==> config.mk <==
export PLATFORM = sky130hd
export DESIGN_NAME = pbdc_device_control
export DESIGN_NICKNAME = d
export VERILOG_FILES = /design/src/rtl/pbdc_pkg.sv /design/src/rtl/pbdc_device_control.sv
export SDC_FILE = /design/constraint.sdc
export NUM_CORES = 1
export LEC_CHECK = 0
export BUFFER_PORTS_ARGS = -buffer_cell sky130_fd_sc_hd__buf_4
export CAP_MARGIN = 20
export CORE_AREA = 2 2 76 78
export DETAILED_ROUTE_END_ITERATION = 8
export DIE_AREA = 0 0 78 80
export MAX_ROUTING_LAYER = met4
export PLACE_DENSITY = 0.75
export SYNTH_ARGS = -nofsm -noshare
export SYNTH_HDL_FRONTEND = slang
export SYNTH_SLANG_ARGS = --single-unit
==> constraint.sdc <==
create_clock -name clock -period 6.1 [get_ports clock]
set_clock_uncertainty 0.05 [all_clocks]
set_input_delay 1.22 -clock clock [delete_from_list [all_inputs] [get_ports clock]]
set_output_delay 1.22 -clock clock [all_outputs]
set_load 0.02 [all_outputs]
==> src/rtl/pbdc_pkg.sv <==
/*
  Package for the bridge device control register block: offset, field
  positions, reset values, size encodings and the carrier structs.
  Assumes a single core clock and a configuration-space access port.
*/
package pbdc_pkg;

  // ==========================================================================
  // Register placement and reset
  // ==========================================================================
  localparam logic [11:0] PBDC_DEVCTL_OFFSET = 12'h098;
  localparam logic [15:0] PBDC_DEVCTL_RESET  = 16'h2800;

  // ==========================================================================
  // Field positions
  // ==========================================================================
  localparam int PBDC_RETRY_BIT   = 15;
  localparam int PBDC_RRS_LSB     = 12;
  localparam int PBDC_NOSNOOP_BIT = 11;
  localparam int PBDC_AUXPM_BIT   = 10;
  localparam int PBDC_PHANTOM_BIT = 9;
  localparam int PBDC_EXTTAG_BIT  = 8;
  localparam int PBDC_PAY_LSB     = 5;
  localparam int PBDC_RELAX_BIT   = 4;
  localparam int PBDC_URR_BIT     = 3;
  localparam int PBDC_FATAL_BIT   = 2;
  localparam int PBDC_NONFAT_BIT  = 1;
  localparam int PBDC_CORR_BIT    = 0;

  // ==========================================================================
  // Field reset values and largest size code
  // ==========================================================================
  localparam logic [2:0] PBDC_RRS_RESET     = 3'h2;
  localparam logic [2:0] PBDC_PAY_RESET     = 3'h0;
  localparam logic       PBDC_NOSNOOP_RESET = 1'b1;
  localparam logic [2:0] PBDC_SIZE_MAX_CODE = 3'h5;

  // Size codes 0..5 map to 128 << code bytes; bytes held as 13-bit counts.
  localparam logic [12:0] PBDC_SIZE_BASE  = 13'h0080;
  localparam logic [12:0] PBDC_CACHE_UNIT = 13'h0004;

  // ==========================================================================
  // Carriers
  // ==========================================================================
  typedef struct packed {
    logic        req;
    logic        wr;
    logic [11:0] addr;
    logic [15:0] wdata;
    logic [1:0]  be;
  } pbdc_cfg_req_s;

  typedef struct packed {
    logic        hit;
    logic [15:0] rdata;
  } pbdc_cfg_rsp_s;

  typedef struct packed {
    logic unsupported_req;
    logic fatal_evt;
    logic nonfatal_evt;
    logic correctable_evt;
  } pbdc_err_evt_s;

  typedef struct packed {
    logic msg_fatal;
    logic msg_nonfatal;
    logic msg_correctable;
  } pbdc_err_msg_s;

  typedef struct packed {
    logic        retry_en;
    logic [2:0]  rrs;
    logic        nosnoop;
    logic [2:0]  pay;
    logic        urr;
    logic        fatal;
    logic        nonfatal;
    logic        corr;
    logic [15:0] rdata;
    logic        hit;
    pbdc_err_msg_s msg;
  } pbdc_state_s;

endpackage

==> src/rtl/pbdc_device_control.sv <==
/*
  Device control register of the bridge with the control effects it
  drives: retry completion decision, read request and payload limits,
  upstream no-snoop attribute and error message gating.
  Assumes configuration accesses and events arrive synchronous to clock;
  aux_rst_b is the auxiliary-power-domain reset, asserted only on loss
  of auxiliary power.
*/
`timescale 1ns/10ps
`default_nettype none

// Function
// - With retry enable set, a timed-out forwarded configuration access gets a retry-status completion.
// - With retry enable clear, no retry-status completion is ever produced, and the bit resets to zero.
// - The read request size code selects 128 to 4096 bytes, codes six and seven are reserved, reset selects 512.
// - Read fetch length combines the read request limit with the cache line size and never exceeds the limit.
// - The payload size code selects 128 to 4096 bytes, codes six and seven are reserved, reset selects 128.
// - No posted write or read completion is started with a payload above the selected payload size.
// - No-snoop enable, reset one, sets the no-snoop attribute on upstream memory traffic on channels other than zero.
// - The aux power enable bit is read/write, resets to zero and steers nothing.
// - The aux power enable bit is sticky and survives ordinary reset while on auxiliary power.
// - Phantom function, extended tag and relaxed ordering enables read zero and ignore writes.
// - With unsupported request reporting set, an unsupported request sends a nonfatal message.
// - Fatal messages go out on a system error event only while fatal reporting is set, reset zero.
// - Nonfatal messages go out on a system error event only while nonfatal reporting is set, reset zero.
// - Correctable messages go out on a system error event only while correctable reporting is set, reset zero.
// - The sixteen-bit register sits at offset 98h and holds 2800h after reset.
module pbdc_device_control (
  input  wire logic                   clock,          // Core clock, 25 MHz.
  input  wire logic                   rst_b,          // Synchronous reset, active low.
  input  wire logic                   aux_rst_b,      // Aux-domain reset, active low.
  input  wire pbdc_pkg::pbdc_cfg_req_s cfg_req,       // Configuration access.
  output var  pbdc_pkg::pbdc_cfg_rsp_s cfg_rsp,       // Read data and hit, one cycle later.
  input  wire logic                   cfg_timeout,    // Forwarded config access timed out.
  output logic                        retry_cpl,      // Return retry-status completion.
  input  wire logic [7:0]             cache_line_dw,  // Cache line size in dwords.
  input  wire logic [12:0]            read_req_len,   // Requested read length in bytes.
  output logic [12:0]                 read_fetch_len, // Bytes a read request fetches.
  input  wire logic [12:0]            payload_len,    // Proposed payload length in bytes.
  output logic                        payload_ok,     // Payload may be started.
  input  wire logic                   up_mem_nonvc0,  // Upstream memory TLP on channel above zero.
  output logic                        no_snoop_attr,  // No-snoop attribute for that TLP.
  input  wire pbdc_pkg::pbdc_err_evt_s err_evt,       // Error event pulses.
  output var  pbdc_pkg::pbdc_err_msg_s err_msg,       // Error message requests, registered.
  output logic [2:0]                  read_request_size_limit, // Current read request code.
  output logic [2:0]                  payload_size_limit       // Current payload code.
);
  import pbdc_pkg::*;

  // ==========================================================================
  // State
  // ==========================================================================
  pbdc_state_s s_q;
  pbdc_state_s s_d;
  logic        aux_power_pm_enable_q;
  logic        wr_hit;
  logic        lo_we;
  logic        hi_we;
  logic [15:0] reg_view;
  logic [12:0] rrs_bytes;
  logic [12:0] pay_bytes;
  logic [12:0] line_bytes;
  logic [12:0] fetch;

  function automatic logic [12:0] size_bytes(input logic [2:0] code);
    logic [2:0] c;
    c = (code > PBDC_SIZE_MAX_CODE) ? PBDC_SIZE_MAX_CODE : code;
    return PBDC_SIZE_BASE << c;
  endfunction

  assign wr_hit = cfg_req.req && cfg_req.wr && (cfg_req.addr == PBDC_DEVCTL_OFFSET);
  assign lo_we  = wr_hit && cfg_req.be[0];
  assign hi_we  = wr_hit && cfg_req.be[1];

  always_comb begin
    reg_view = 16'h0000;
    reg_view[PBDC_RETRY_BIT]                  = s_q.retry_en;
    reg_view[PBDC_RRS_LSB +: 3]               = s_q.rrs;
    reg_view[PBDC_NOSNOOP_BIT]                = s_q.nosnoop;
    reg_view[PBDC_AUXPM_BIT]                  = aux_power_pm_enable_q;
    reg_view[PBDC_PAY_LSB +: 3]               = s_q.pay;
    reg_view[PBDC_URR_BIT]                    = s_q.urr;
    reg_view[PBDC_FATAL_BIT]                  = s_q.fatal;
    reg_view[PBDC_NONFAT_BIT]                 = s_q.nonfatal;
    reg_view[PBDC_CORR_BIT]                   = s_q.corr;
  end

  // ==========================================================================
  // Next state
  // ==========================================================================
  always_comb begin
    s_d = s_q;
    if (hi_we) begin
      s_d.retry_en = cfg_req.wdata[PBDC_RETRY_BIT];
      s_d.rrs      = cfg_req.wdata[PBDC_RRS_LSB +: 3];
      s_d.nosnoop  = cfg_req.wdata[PBDC_NOSNOOP_BIT];
    end
    if (lo_we) begin
      s_d.pay      = cfg_req.wdata[PBDC_PAY_LSB +: 3];
      s_d.urr      = cfg_req.wdata[PBDC_URR_BIT];
      s_d.fatal    = cfg_req.wdata[PBDC_FATAL_BIT];
      s_d.nonfatal = cfg_req.wdata[PBDC_NONFAT_BIT];
      s_d.corr     = cfg_req.wdata[PBDC_CORR_BIT];
    end
    s_d.hit   = cfg_req.req && !cfg_req.wr && (cfg_req.addr == PBDC_DEVCTL_OFFSET);
    s_d.rdata = s_d.hit ? reg_view : 16'h0000;
    // Unsupported requests travel as nonfatal messages when reported.
    s_d.msg.msg_fatal       = err_evt.fatal_evt && s_q.fatal;
    s_d.msg.msg_nonfatal    = (err_evt.nonfatal_evt && s_q.nonfatal) ||
                              (err_evt.unsupported_req && s_q.urr);
    s_d.msg.msg_correctable = err_evt.correctable_evt && s_q.corr;
  end

  always_ff @(posedge clock) begin
    if (!rst_b) begin
      s_q          <= '0;
      s_q.rrs      <= PBDC_RRS_RESET;
      s_q.nosnoop  <= PBDC_NOSNOOP_RESET;
      s_q.pay      <= PBDC_PAY_RESET;
    end else begin
      s_q <= s_d;
    end
  end

  // Sticky bit lives in the aux domain so an ordinary reset leaves it alone.
  always_ff @(posedge clock) begin
    if (!aux_rst_b) begin
      aux_power_pm_enable_q <= 1'b0;
    end else if (hi_we) begin
      aux_power_pm_enable_q <= cfg_req.wdata[PBDC_AUXPM_BIT];
    end
  end

  // ==========================================================================
  // Control effects
  // ==========================================================================
  assign retry_cpl = cfg_timeout && s_q.retry_en;

  // Reserved codes saturate to 4096 bytes rather than wrap.
  assign rrs_bytes  = size_bytes(s_q.rrs);
  assign pay_bytes  = size_bytes(s_q.pay);
  assign line_bytes = (cache_line_dw == 8'h00) ? rrs_bytes :
                      13'({5'h00, cache_line_dw} * PBDC_CACHE_UNIT);

  // Fetch rounds up to one cache line, then clamps to the read limit.
  always_comb begin
    fetch = (read_req_len < line_bytes) ? line_bytes : read_req_len;
    if (fetch > rrs_bytes) begin
      fetch = rrs_bytes;
    end
  end
  assign read_fetch_len = fetch;

  assign payload_ok    = (payload_len <= pay_bytes);
  assign no_snoop_attr = up_mem_nonvc0 && s_q.nosnoop;

  assign cfg_rsp.hit   = s_q.hit;
  assign cfg_rsp.rdata = s_q.rdata;
  assign err_msg       = s_q.msg;
  assign read_request_size_limit = s_q.rrs;
  assign payload_size_limit      = s_q.pay;
endmodule
`default_nettype wire

==> results of run 1 <==
[per-layer routing]
layer,global-route usage,wire length [um]
met4,0.114,221
met5,-,0
met1,0.217,2580
met2,0.375,3330
met3,0.0430,388
[synth_stat cells (2+ instances only)]
master,count,share of area
o211ai_1,3,0.011
or3_1,2,0.0059
nand3b_1,2,0.0071
nand2_1,11,0.020
inv_1,13,0.023
nand4_1,5,0.015
o21ai_0,6,0.014
and3_1,5,0.015
a21o_1,3,0.011
mux2_4,3,0.021
nor3_1,4,0.0095
nor2_1,14,0.025
and2_1,15,0.045
nor4b_1,2,0.0083
o2bb2ai_1,2,0.0083
ha_1,23,0.14
o31ai_1,3,0.011
a21oi_1,11,0.026
dfxtp_1,30,0.29
nand3_1,4,0.0095
nor2b_1,13,0.039
clkbuf_1,5,0.0089
buf_4,10,0.036
and4b_1,4,0.019
nor4_1,2,0.0059
mux2i_1,21,0.10
[area by class of cell]
| type | instances | share of cell area |
|---|---|---|
| Tap cell | 72 | 0.0258 |
| Clock buffer | 7 | 0.0247 |
| Timing Repair Buffer | 140 | 0.313 |
| Sequential cell | 30 | 0.172 |
| Inverter | 13 | 0.0140 |
| Clock inverter | 1 | 0.00143 |
| Multi-Input combinational cell | 179 | 0.449 |
[worst register-to-register path: cells and delay by family, from the launching register on]
| kind | cells | cell delay (ns) |
|---|---|---|
| multiplexers | 1 | 0.14 |
| flip-flops | 1 | 0.58 |
| AND/OR/NAND/NOR | 1 | 0.11 |
[worst min path at each step]
stage,start,end,slack (ns),depth (start not counted)
5_1_grt,aux_power_pm_enable_q,cfg_rsp[10],0.45,1
3_5_place_dp,aux_power_pm_enable_q,cfg_rsp[10],0.39,1
6_report,aux_power_pm_enable_q,cfg_rsp[10],0.41,1
4_1_cts,aux_power_pm_enable_q,cfg_rsp[10],0.41,1
3_3_place_gp,aux_power_pm_enable_q,cfg_rsp[10],0.39,1
2_1_floorplan,aux_power_pm_enable_q,cfg_rsp[10],0.38,1
[kinds of logic (layout without fill, tap and decap cells)]
group           Yosys count  count (layout)  synth area share
flops                    30              30             0.286
simple gates             92              92             0.261
other cells               1               3           0.00178
compound gates           36              36             0.118
mux                      25              25             0.127
buf+inv                  29             161            0.0702
fa+ha+maj                23              23             0.137
[sequential cells by signal, summed over array words and instances (netlist names)]
register                 flops
read_request_size_limit      3
err_msg                      3
aux_power_pm_enable_q        1
reg_view                     6
payload_size_limit           3
cfg_rsp                     14
[through the flow]
stage | TNS (ns) | total power, mW | instance area (um^2)
after floorplan | 0 | 0.278 | 2140
after global placement | -1.91 | 0.352 | 3110
after detailed placement | -3.30 | 0.355 | 3110
after CTS | 0 | 0.537 | 3410
after global routing | -2.36 | 0.567 | 3490
final | -0.921 | 0.544 | 3490
[power by group through the flow]
stage,registers (mW),clock network [mW],logic [mW]
floorplan,0.200,0,0.0773
global placement,0.200,0,0.151
detailed placement,0.200,0,0.154
CTS,0.196,0.164,0.176
global route,0.196,0.171,0.201
finish,0.196,0.161,0.186
[timing repair]
action,in CTS,in global routing
setup buffers,7,4
resized for setup,24,16
setup endpoints to repair,13,13
pin swaps,11,19
==> impl_metrics.tcl, run 1 <==
set metrics [dict create \
    register_area_um2 601 \
    io_buffers 110 \
    via_per_inst 5.11 \
    postRouteAntennaNets 0 \
    worstSetupEndpointType "output port" \
    syn_to_final_growth_pct 66.2 \
    seq_area_frac_synth 0.286 \
    overflow 0 \
    post-place-ws_ns -0.413 \
    r2r_slack_ns 5.16 \
    worstSetupStartpoint "cache_line_dw[1]" \
    seq_power_share 0.360 \
    path_cells "buf_6 -> nor3_4 -> and4_1 -> buf_6 -> a21oi_2 -> ha_1 -> nand4_4 -> buf_4 -> o221ai_2 -> or3_4 -> buf_4 -> a21o_1 -> ha_4 -> nand4_1 -> a21oi_2 -> o2bb2ai_2 -> mux2_4 -> mux2_4 -> buf_6" \
    hp-class "register to register" \
    setup_viol 11 \
    power_frac_comb 0.343 \
    clk_latency_ns 0.28 \
    switching_power_uw 155 \
    status "complete, but fails checks" \
    max_stage_delay_ns 0.42 \
    violations "negative setup slack" \
    drt_wl_total_um 6520 \
    synth.yosys.warnings 0 \
    p_per_area_nw_per_um2 156 \
    ys_async_sr_fraction 0 \
    wl_per_cell_um 14.8 \
    nets 467 \
    syn_inst 236 \
    crit_family "simple AND/OR/NAND/NOR gates" \
    cts_root_buf "clkbuf_8" \
    dr.pass1.iters 4 \
    slew_viol_final 0 \
    post-route-util 0.647 \
    crit_type "input pin to output port" \
    fmax_mhz 159 \
    final_common_cell "buf_4" \
    dpl.hpwl_um 4680 \
    hold_buffers 0 \
    ys_types 46 \
    synth_ff_type "dfxtp_1" \
    worstPathArrival_ns 5.00 \
    path_common_cell "buf_6" \
    final_cell_mix "131 x buf_4, 30 x dfxtp_1, 20 x mux2i_1" \
    grt_first_pass_wirelength_um 10000 \
    tightest_slew_ns 0.603 \
    pin_count 117 \
    hold_viol 0 \
    dieArea_um2 6240 \
    rsz0062_at_grt "yes" \
    path_max_fanout 8 \
    core_um2 5410 \
    critPathBufInv 5 \
    vias 2258 \
    reg2reg_from "read_request_size_limit[2]" \
    required_ns 4.83 \
    finalCriticalPeriod_ns 6.27 \
    gp_congestion 0.912 \
    tritoncts "done" \
    p_sw_frac 0.284 \
    clock-sinks 30 \
    finalNonFillerCells 442 \
    p_int_uw 389 \
    max_slew_margin 0.597 \
    synth-edff-count 0 \
    die_w_um 78 \
    cts_max_level 2 \
    grtUsageTotal 0.210 \
    finalCritPeriodShare 1.03 \
    setup_slack_ns -0.170 \
    drtIter0Drc 100 \
    critPathCapture "read_fetch_len[7]" \
    die_h_um 80 \
    cts_buffers 5 \
    leakage_nw 1.74 \
    critical_path_depth 19 \
    initial_core_util 0.389 \
    place.detailed.instances 424 \
    drc_errors 0 \
    drive_above_1_share 0.503 \
    grt_max_degree 17 \
    antenna_cells 0 \
    clk_pin_slew_worst_paths_ns 0.06 \
    synth_area_um2 2100 \
    cap_violations 0 \
    nFillCells 453 \
    grt_antenna_before_repair 0 \
    clockBufferDepth 2 \
    hold-worst-slack_ns 0.405 \
    grt_pass1_vias 2231 \
    rr_worst_depth 2 \
    cp_slowest_cell "or3_4" \
    p_clk_frac 0.297 \
    worstReg2RegEnd "read_request_size_limit[2]" \
    cp-start-kind "input pin" \
    core.rowCount 27 \
    multi_input_area_um2 1570 \
    peakVddDrop_mv 0.0942 \
    syn_avg_cell_area_um2 8.91 \
    synth-seq-cells 30 \
]
Note: power is estimated with default switching activity, not from simulation.
==> run 2: changes to the inputs <==
--- a/config.mk
+++ b/config.mk
@@ -7,11 +7,12 @@
 export LEC_CHECK = 0
 export BUFFER_PORTS_ARGS = -buffer_cell sky130_fd_sc_hd__buf_4
 export CAP_MARGIN = 20
-export CORE_AREA = 2 2 76 78
+export CORE_AREA = 2 2 74 76
+export CTS_BUF_LIST = sky130_fd_sc_hd__clkbuf_4 sky130_fd_sc_hd__clkbuf_8
 export DETAILED_ROUTE_END_ITERATION = 8
-export DIE_AREA = 0 0 78 80
+export DIE_AREA = 0 0 76 78
 export MAX_ROUTING_LAYER = met4
-export PLACE_DENSITY = 0.75
+export PLACE_DENSITY = 0.78
 export SYNTH_ARGS = -nofsm -noshare
 export SYNTH_HDL_FRONTEND = slang
 export SYNTH_SLANG_ARGS = --single-unit
==> constraint.sdc (replaced) <==
create_clock -name clock -period 6.1 [get_ports clock]
set_clock_uncertainty 0.05 [all_clocks]
set_input_delay 1.22 -clock clock [delete_from_list [all_inputs] [get_ports clock]]
set_output_delay 1.22 -clock clock [all_outputs]
set_load 0.005 [all_outputs]
==> impl_metrics.tcl, run 2 (synthesis gave the netlist of run 1 again) <==
set metrics [dict create \
    hp-class "register to register" \
    max_stage_delay_ns 0.44 \
    dpl.hpwl_um 4600 \
    antenna_cells 0 \
    leakage_nw 1.71 \
    worstSetupEndpointType "output port" \
    die_h_um 78 \
    worstHoldStart "aux_power_pm_enable_q" \
    required_ns 4.83 \
    nets 464 \
    fmax_mhz 167 \
    dr.pass1.iters 4 \
    cts_root_buf "clkbuf_8" \
    peakVddDrop_mv 0.0937 \
    drtIter0Drc 99 \
    detailed_place.area_um2 3100 \
    gp_congestion 0.830 \
    clockBufferDepth 2 \
    min_to "cfg_rsp[10]" \
    drt_wl_total_um 5920 \
    grt_antenna_before_repair 0 \
    reg2reg_from "read_request_size_limit[2]" \
    status "finished, final reports clean" \
    cp-start-kind "input pin" \
    total_power_uw 509 \
    hold_viol 0 \
    cp_slowest_cell "or3_4" \
    finalNonFillerCells 437 \
    grt_pass1_vias 2169 \
    worstReg2RegEnd "read_request_size_limit[2]" \
    vias 2208 \
    grtUsageMet3 0.0419 \
    clock-sinks 30 \
    hold_depth 1 \
    tightest_slew_ns 0.522 \
    critPathBufInv 2 \
    postRouteAntennaNets 0 \
    worstPathArrival_ns 4.71 \
    finalCriticalPeriod_ns 5.98 \
    crit_family "compound AO/OA/AOI/OAI gates" \
    slew_viol_final 0 \
    gr-usage-met1 0.218 \
    cts_buffers 5 \
    core.rowCount 26 \
    grt_max_degree 17 \
    stdcell_area_um2 3360 \
    finalCritPeriodShare 0.980 \
    tritoncts "done" \
    clk_pin_slew_worst_paths_ns 0.06 \
    pin_count 117 \
    final_common_cell "buf_4" \
    nFillCells 406 \
    final_cell_mix "136 x buf_4, 30 x dfxtp_1, 20 x mux2i_1, 20 x ha_1, 15 x and2_1" \
    hold_buffers 0 \
    cap_violations 0 \
    wl_per_cell_um 13.5 \
    syn_to_final_growth_pct 59.7 \
    die_w_um 76 \
    io_buffers 110 \
    rr_worst_depth 2 \
    drc_errors 0 \
    grt_first_pass_wirelength_um 9580 \
    gr-max-usage-layer "met2" \
    r2r_slack_ns 5.18 \
    cts_max_level 2 \
    p_per_area_nw_per_um2 152 \
    grt_use_met2 0.364 \
    setup_viol 0 \
    via_per_inst 5.05 \
    core_um2 5040 \
    drive_above_1_share 0.471 \
    largest_reg_flops 14 \
    place.detailed.instances 424 \
    max_slew_margin 0.651 \
    initial_core_util 0.417 \
    grtUsageTotal 0.202 \
    overflow 0 \
    crit_type "input pin to output port" \
    dieArea_um2 5930 \
    path_max_fanout 8 \
    clk_latency_ns 0.29 \
    path_cells "buf_4 -> nor3_4 -> and4_4 -> nand2_1 -> ha_1 -> a21oi_1 -> o221ai_2 -> or3_4 -> a21o_1 -> ha_1 -> o21ai_0 -> o21bai_2 -> o2bb2ai_2 -> mux2_4 -> mux2_4 -> buf_4" \
]
## run 2: changes by cell type in the layout (fill, tap and decap cells not counted), moves of 5 or more
cell and delta:
buf_4 +5, nor2_1 +6, buf_6 -7, nor2_2 -6
## run 2: metal layers
metal / vias to the layer above / part of all wire
met4: 0 / 0.028
met1: 1020 / 0.42
li1: 1100 / -
met2: 70 / 0.51
met5: - / 0
met3: 18 / 0.043
## run 2: layout make-up
type	instances	area [um^2]	share of cell area
sequential	30	601	0.179
inverter	13	48.8	0.0145
tap	70	87.6	0.0261
clock buffer	6	82.6	0.0246
clock inverter	2	12.5	0.00372
timing repair buffer	137	1030	0.307
multi-input combinational	179	1500	0.445
## run 2: what timing repair did
item | CTS | global route
setup buffers | 3 | 3
pin swaps | 5 | 14
setup endpoints to repair | 13 | 11
resized for setup | 7 | 18
## run 2: worst max path at each step
stage | from | to | slack [ns] | depth (start not counted)
CTS | cache_line_dw[5] | read_fetch_len[7] | 0.008 | 17
global placement | cache_line_dw[3] | read_fetch_len[7] | -0.28 | 17
finish | cache_line_dw[1] | read_fetch_len[9] | 0.12 | 16
detailed placement | cache_line_dw[3] | read_fetch_len[7] | -0.34 | 17
global route | cache_line_dw[1] | read_fetch_len[9] | -0.06 | 16
floorplan | cache_line_dw[3] | read_fetch_len[7] | 0.08 | 18
## run 2: per-stage QoR
step | setup WS, ns | setup TNS, ns | util | hold slack [ns]
global placement | -0.281 | -1.87 | 0.614 | 0.388
finish | 0.120 | 0 | 0.666 | 0.408
floorplan | 0.0752 | 0 | - | 0.380
CTS | 0.00758 | 0 | 0.644 | 0.410
detailed placement | -0.336 | -2.46 | 0.614 | 0.397
global route | -0.0590 | -0.197 | 0.666 | 0.452
## run 2: report_power, final
part           internal (mW)  total, mW  switching [mW]
clock                 0.0904      0.165          0.0745
combinational         0.0888      0.148          0.0595
sequential             0.196      0.196      0.00000394
## run 2: worst reg2reg max path, cell delays in order, from the launching register on
cell	delay, ns
dfxtp_1	0.55
mux2i_1	0.13
nor2b_1	0.13
==> run 3: changes to the inputs <==
--- a/config.mk
+++ b/config.mk
@@ -5,7 +5,7 @@
 export SDC_FILE = /design/constraint.sdc
 export NUM_CORES = 1
 export LEC_CHECK = 0
-export BUFFER_PORTS_ARGS = -buffer_cell sky130_fd_sc_hd__buf_4
+export BUFFER_PORTS_ARGS = -buffer_cell sky130_fd_sc_hd__buf_2
 export CAP_MARGIN = 20
 export CORE_AREA = 2 2 74 76
 export CTS_BUF_LIST = sky130_fd_sc_hd__clkbuf_4 sky130_fd_sc_hd__clkbuf_8
==> impl_metrics.tcl, run 3 (synthesis gave the netlist of run 1 again) <==
set metrics [dict create \
    status "complete, but fails checks" \
    violations "negative setup slack" \
    critPathBufInv 3 \
    clk_pin_slew_worst_paths_ns 0.06 \
    cts_max_level 2 \
    drtIter0Drc 38 \
    cts_root_buf "clkbuf_8" \
    path_max_fanout 8 \
    max_slew_margin 0.572 \
    grt_pass1_vias 2010 \
    via_per_inst 5.11 \
    p_int_uw 448 \
    dr.pass1.iters 4 \
    nets 463 \
    initial_core_util 0.417 \
    core.rowCount 26 \
    finalCriticalPeriod_ns 6.15 \
    setup_slack_ns -0.0543 \
    nFillCells 424 \
    cts_buffers 5 \
    detailed_place.area_um2 2810 \
    gp_congestion 0.879 \
    final_cell_mix "104 x buf_2, 30 x dfxtp_1, 23 x buf_4" \
    path_common_cell "buf_6" \
    worstSetupEndpointType "output port" \
    p_sw_frac 0.239 \
    dieArea_um2 5930 \
    max_stage_delay_ns 0.41 \
    io_buffers 110 \
    power_frac_comb 0.245 \
    fmax_mhz 162 \
    drive_above_1_share 0.475 \
    drc_errors 0 \
    clk_latency_ns 0.28 \
    pin_count 117 \
    worstPathArrival_ns 4.88 \
    final_common_cell "buf_2" \
    p_clk_frac 0.422 \
    setup-tns-final_ns -0.119 \
    largest_reg_flops 14 \
    core_um2 5040 \
    antenna_cells 0 \
    hold_buffers 0 \
    syn_to_final_growth_pct 53.0 \
    cap_violations 0 \
    switching_power_uw 141 \
    rsz0062_at_grt "yes" \
    peakVddDrop_mv 0.194 \
    vias 2226 \
    cp-start-kind "input pin" \
    postRouteAntennaNets 0 \
    overflow 0 \
    grt_max_degree 17 \
    hold_viol 0 \
    grtUsageTotal 0.192 \
    path_cells "buf_6 -> nor3_4 -> and4_4 -> buf_6 -> a31oi_4 -> ha_4 -> a21oi_2 -> o221ai_2 -> or3_4 -> a21o_1 -> ha_1 -> a211oi_1 -> o21bai_2 -> o2bb2ai_2 -> mux2_4 -> mux2i_1 -> buf_2" \
    stdcell_area_um2 3220 \
    leakage_nw 1.68 \
    slew_viol_final 0 \
    required_ns 4.83 \
    tritoncts "done" \
    cp_slowest_cell "or3_4" \
    drt_wl_total_um 6200 \
    finalCritPeriodShare 1.01 \
    clockBufferDepth 2 \
    die_w_um 76 \
    clock-sinks 30 \
    setup_viol 4 \
    wl_per_cell_um 14.2 \
    tightest_slew_ns 0.641 \
    grt_first_pass_wirelength_um 9000 \
    seq_power_share 0.333 \
    hp-class "register to register" \
    crit_type "input pin to output port" \
    crit_family "compound AO/OA/AOI/OAI gates" \
    dpl.hpwl_um 4520 \
    p_per_area_nw_per_um2 183 \
    die_h_um 78 \
    grt_antenna_before_repair 0 \
]
run 3: changes by cell type in the layout (fill, tap and decap cells not counted), moves of 2 or more:
cell	previous run	this run
ha_1	20	18
buf_2	0	104
buf_4	136	23
buf_6	1	9
bufinv_16	0	2
ha_4	3	5
run 3: metal layers:
layer / share of wire / global-route usage / up-vias
met1: 0.39 / 0.213 / 1023
li1: - / - / 1099
met5: 0 / - / -
met2: 0.52 / 0.338 / 90
met3: 0.051 / 0.0419 / 14
met4: 0.035 / 0.0727 / 0
run 3: worst register-to-register path: cells and delay by family (launching register included):
| family | cells | cell delay, ns |
|---|---|---|
| DFF | 1 | 0.55 |
| muxes | 1 | 0.13 |
| and+or+nand+nor | 1 | 0.12 |
run 3: final timing paths:
kind	from	end	slack (ns)	cells after the start
worst max register to register	read_request_size_limit[2]	read_request_size_limit[2]	5.19	2
worst max-delay path	cache_line_dw[1]	read_fetch_len[8]	-0.05	17
worst min register to register	aux_power_pm_enable_q	cfg_rsp[10]	0.41	1
worst min-delay path	aux_power_pm_enable_q	cfg_rsp[10]	0.41	1
run 3: metrics by stage:
stage	power (mW)	instances	setup WS, ns	utilization	hold WS (ns)
floorplan	0.260	238	0.0752	-	0.380
global placement	0.314	423	-0.299	0.558	0.387
detailed placement	0.318	423	-0.296	0.558	0.396
CTS	0.570	434	0.0141	0.597	0.413
global route	0.615	436	-0.191	0.638	0.434
finish	0.589	436	-0.0543	0.638	0.410
run 3: final cells by class:
type / count / area, um^2 / share of cell area
clock inverters: 2 / 60.1 / 0.0187
flip-flops and latches: 30 / 601 / 0.187
inverters: 13 / 48.8 / 0.0152
multi-input cells: 179 / 1540 / 0.480
clock buffers: 6 / 82.6 / 0.0257
well taps: 70 / 87.6 / 0.0272
repair buffers: 136 / 795 / 0.247
run 3: power groups by stage:
stage	combinational (mW)	clock (mW)	sequential (mW)
after global routing	0.157	0.263	0.196
after global placement	0.113	0	0.200
after floorplan	0.0594	0	0.200
after CTS	0.123	0.252	0.196
final	0.145	0.249	0.196
after detailed placement	0.118	0	0.200
run 3: what timing repair did:
action / in CTS / in global routing
endpoints found under the hold margin: 0 / 0
cloned: 0 / 0
gates resized for setup: 9 / 34
buffers inserted: 3 / 2
pin swaps: 7 / 17
endpoints found under the setup margin: 11 / 11
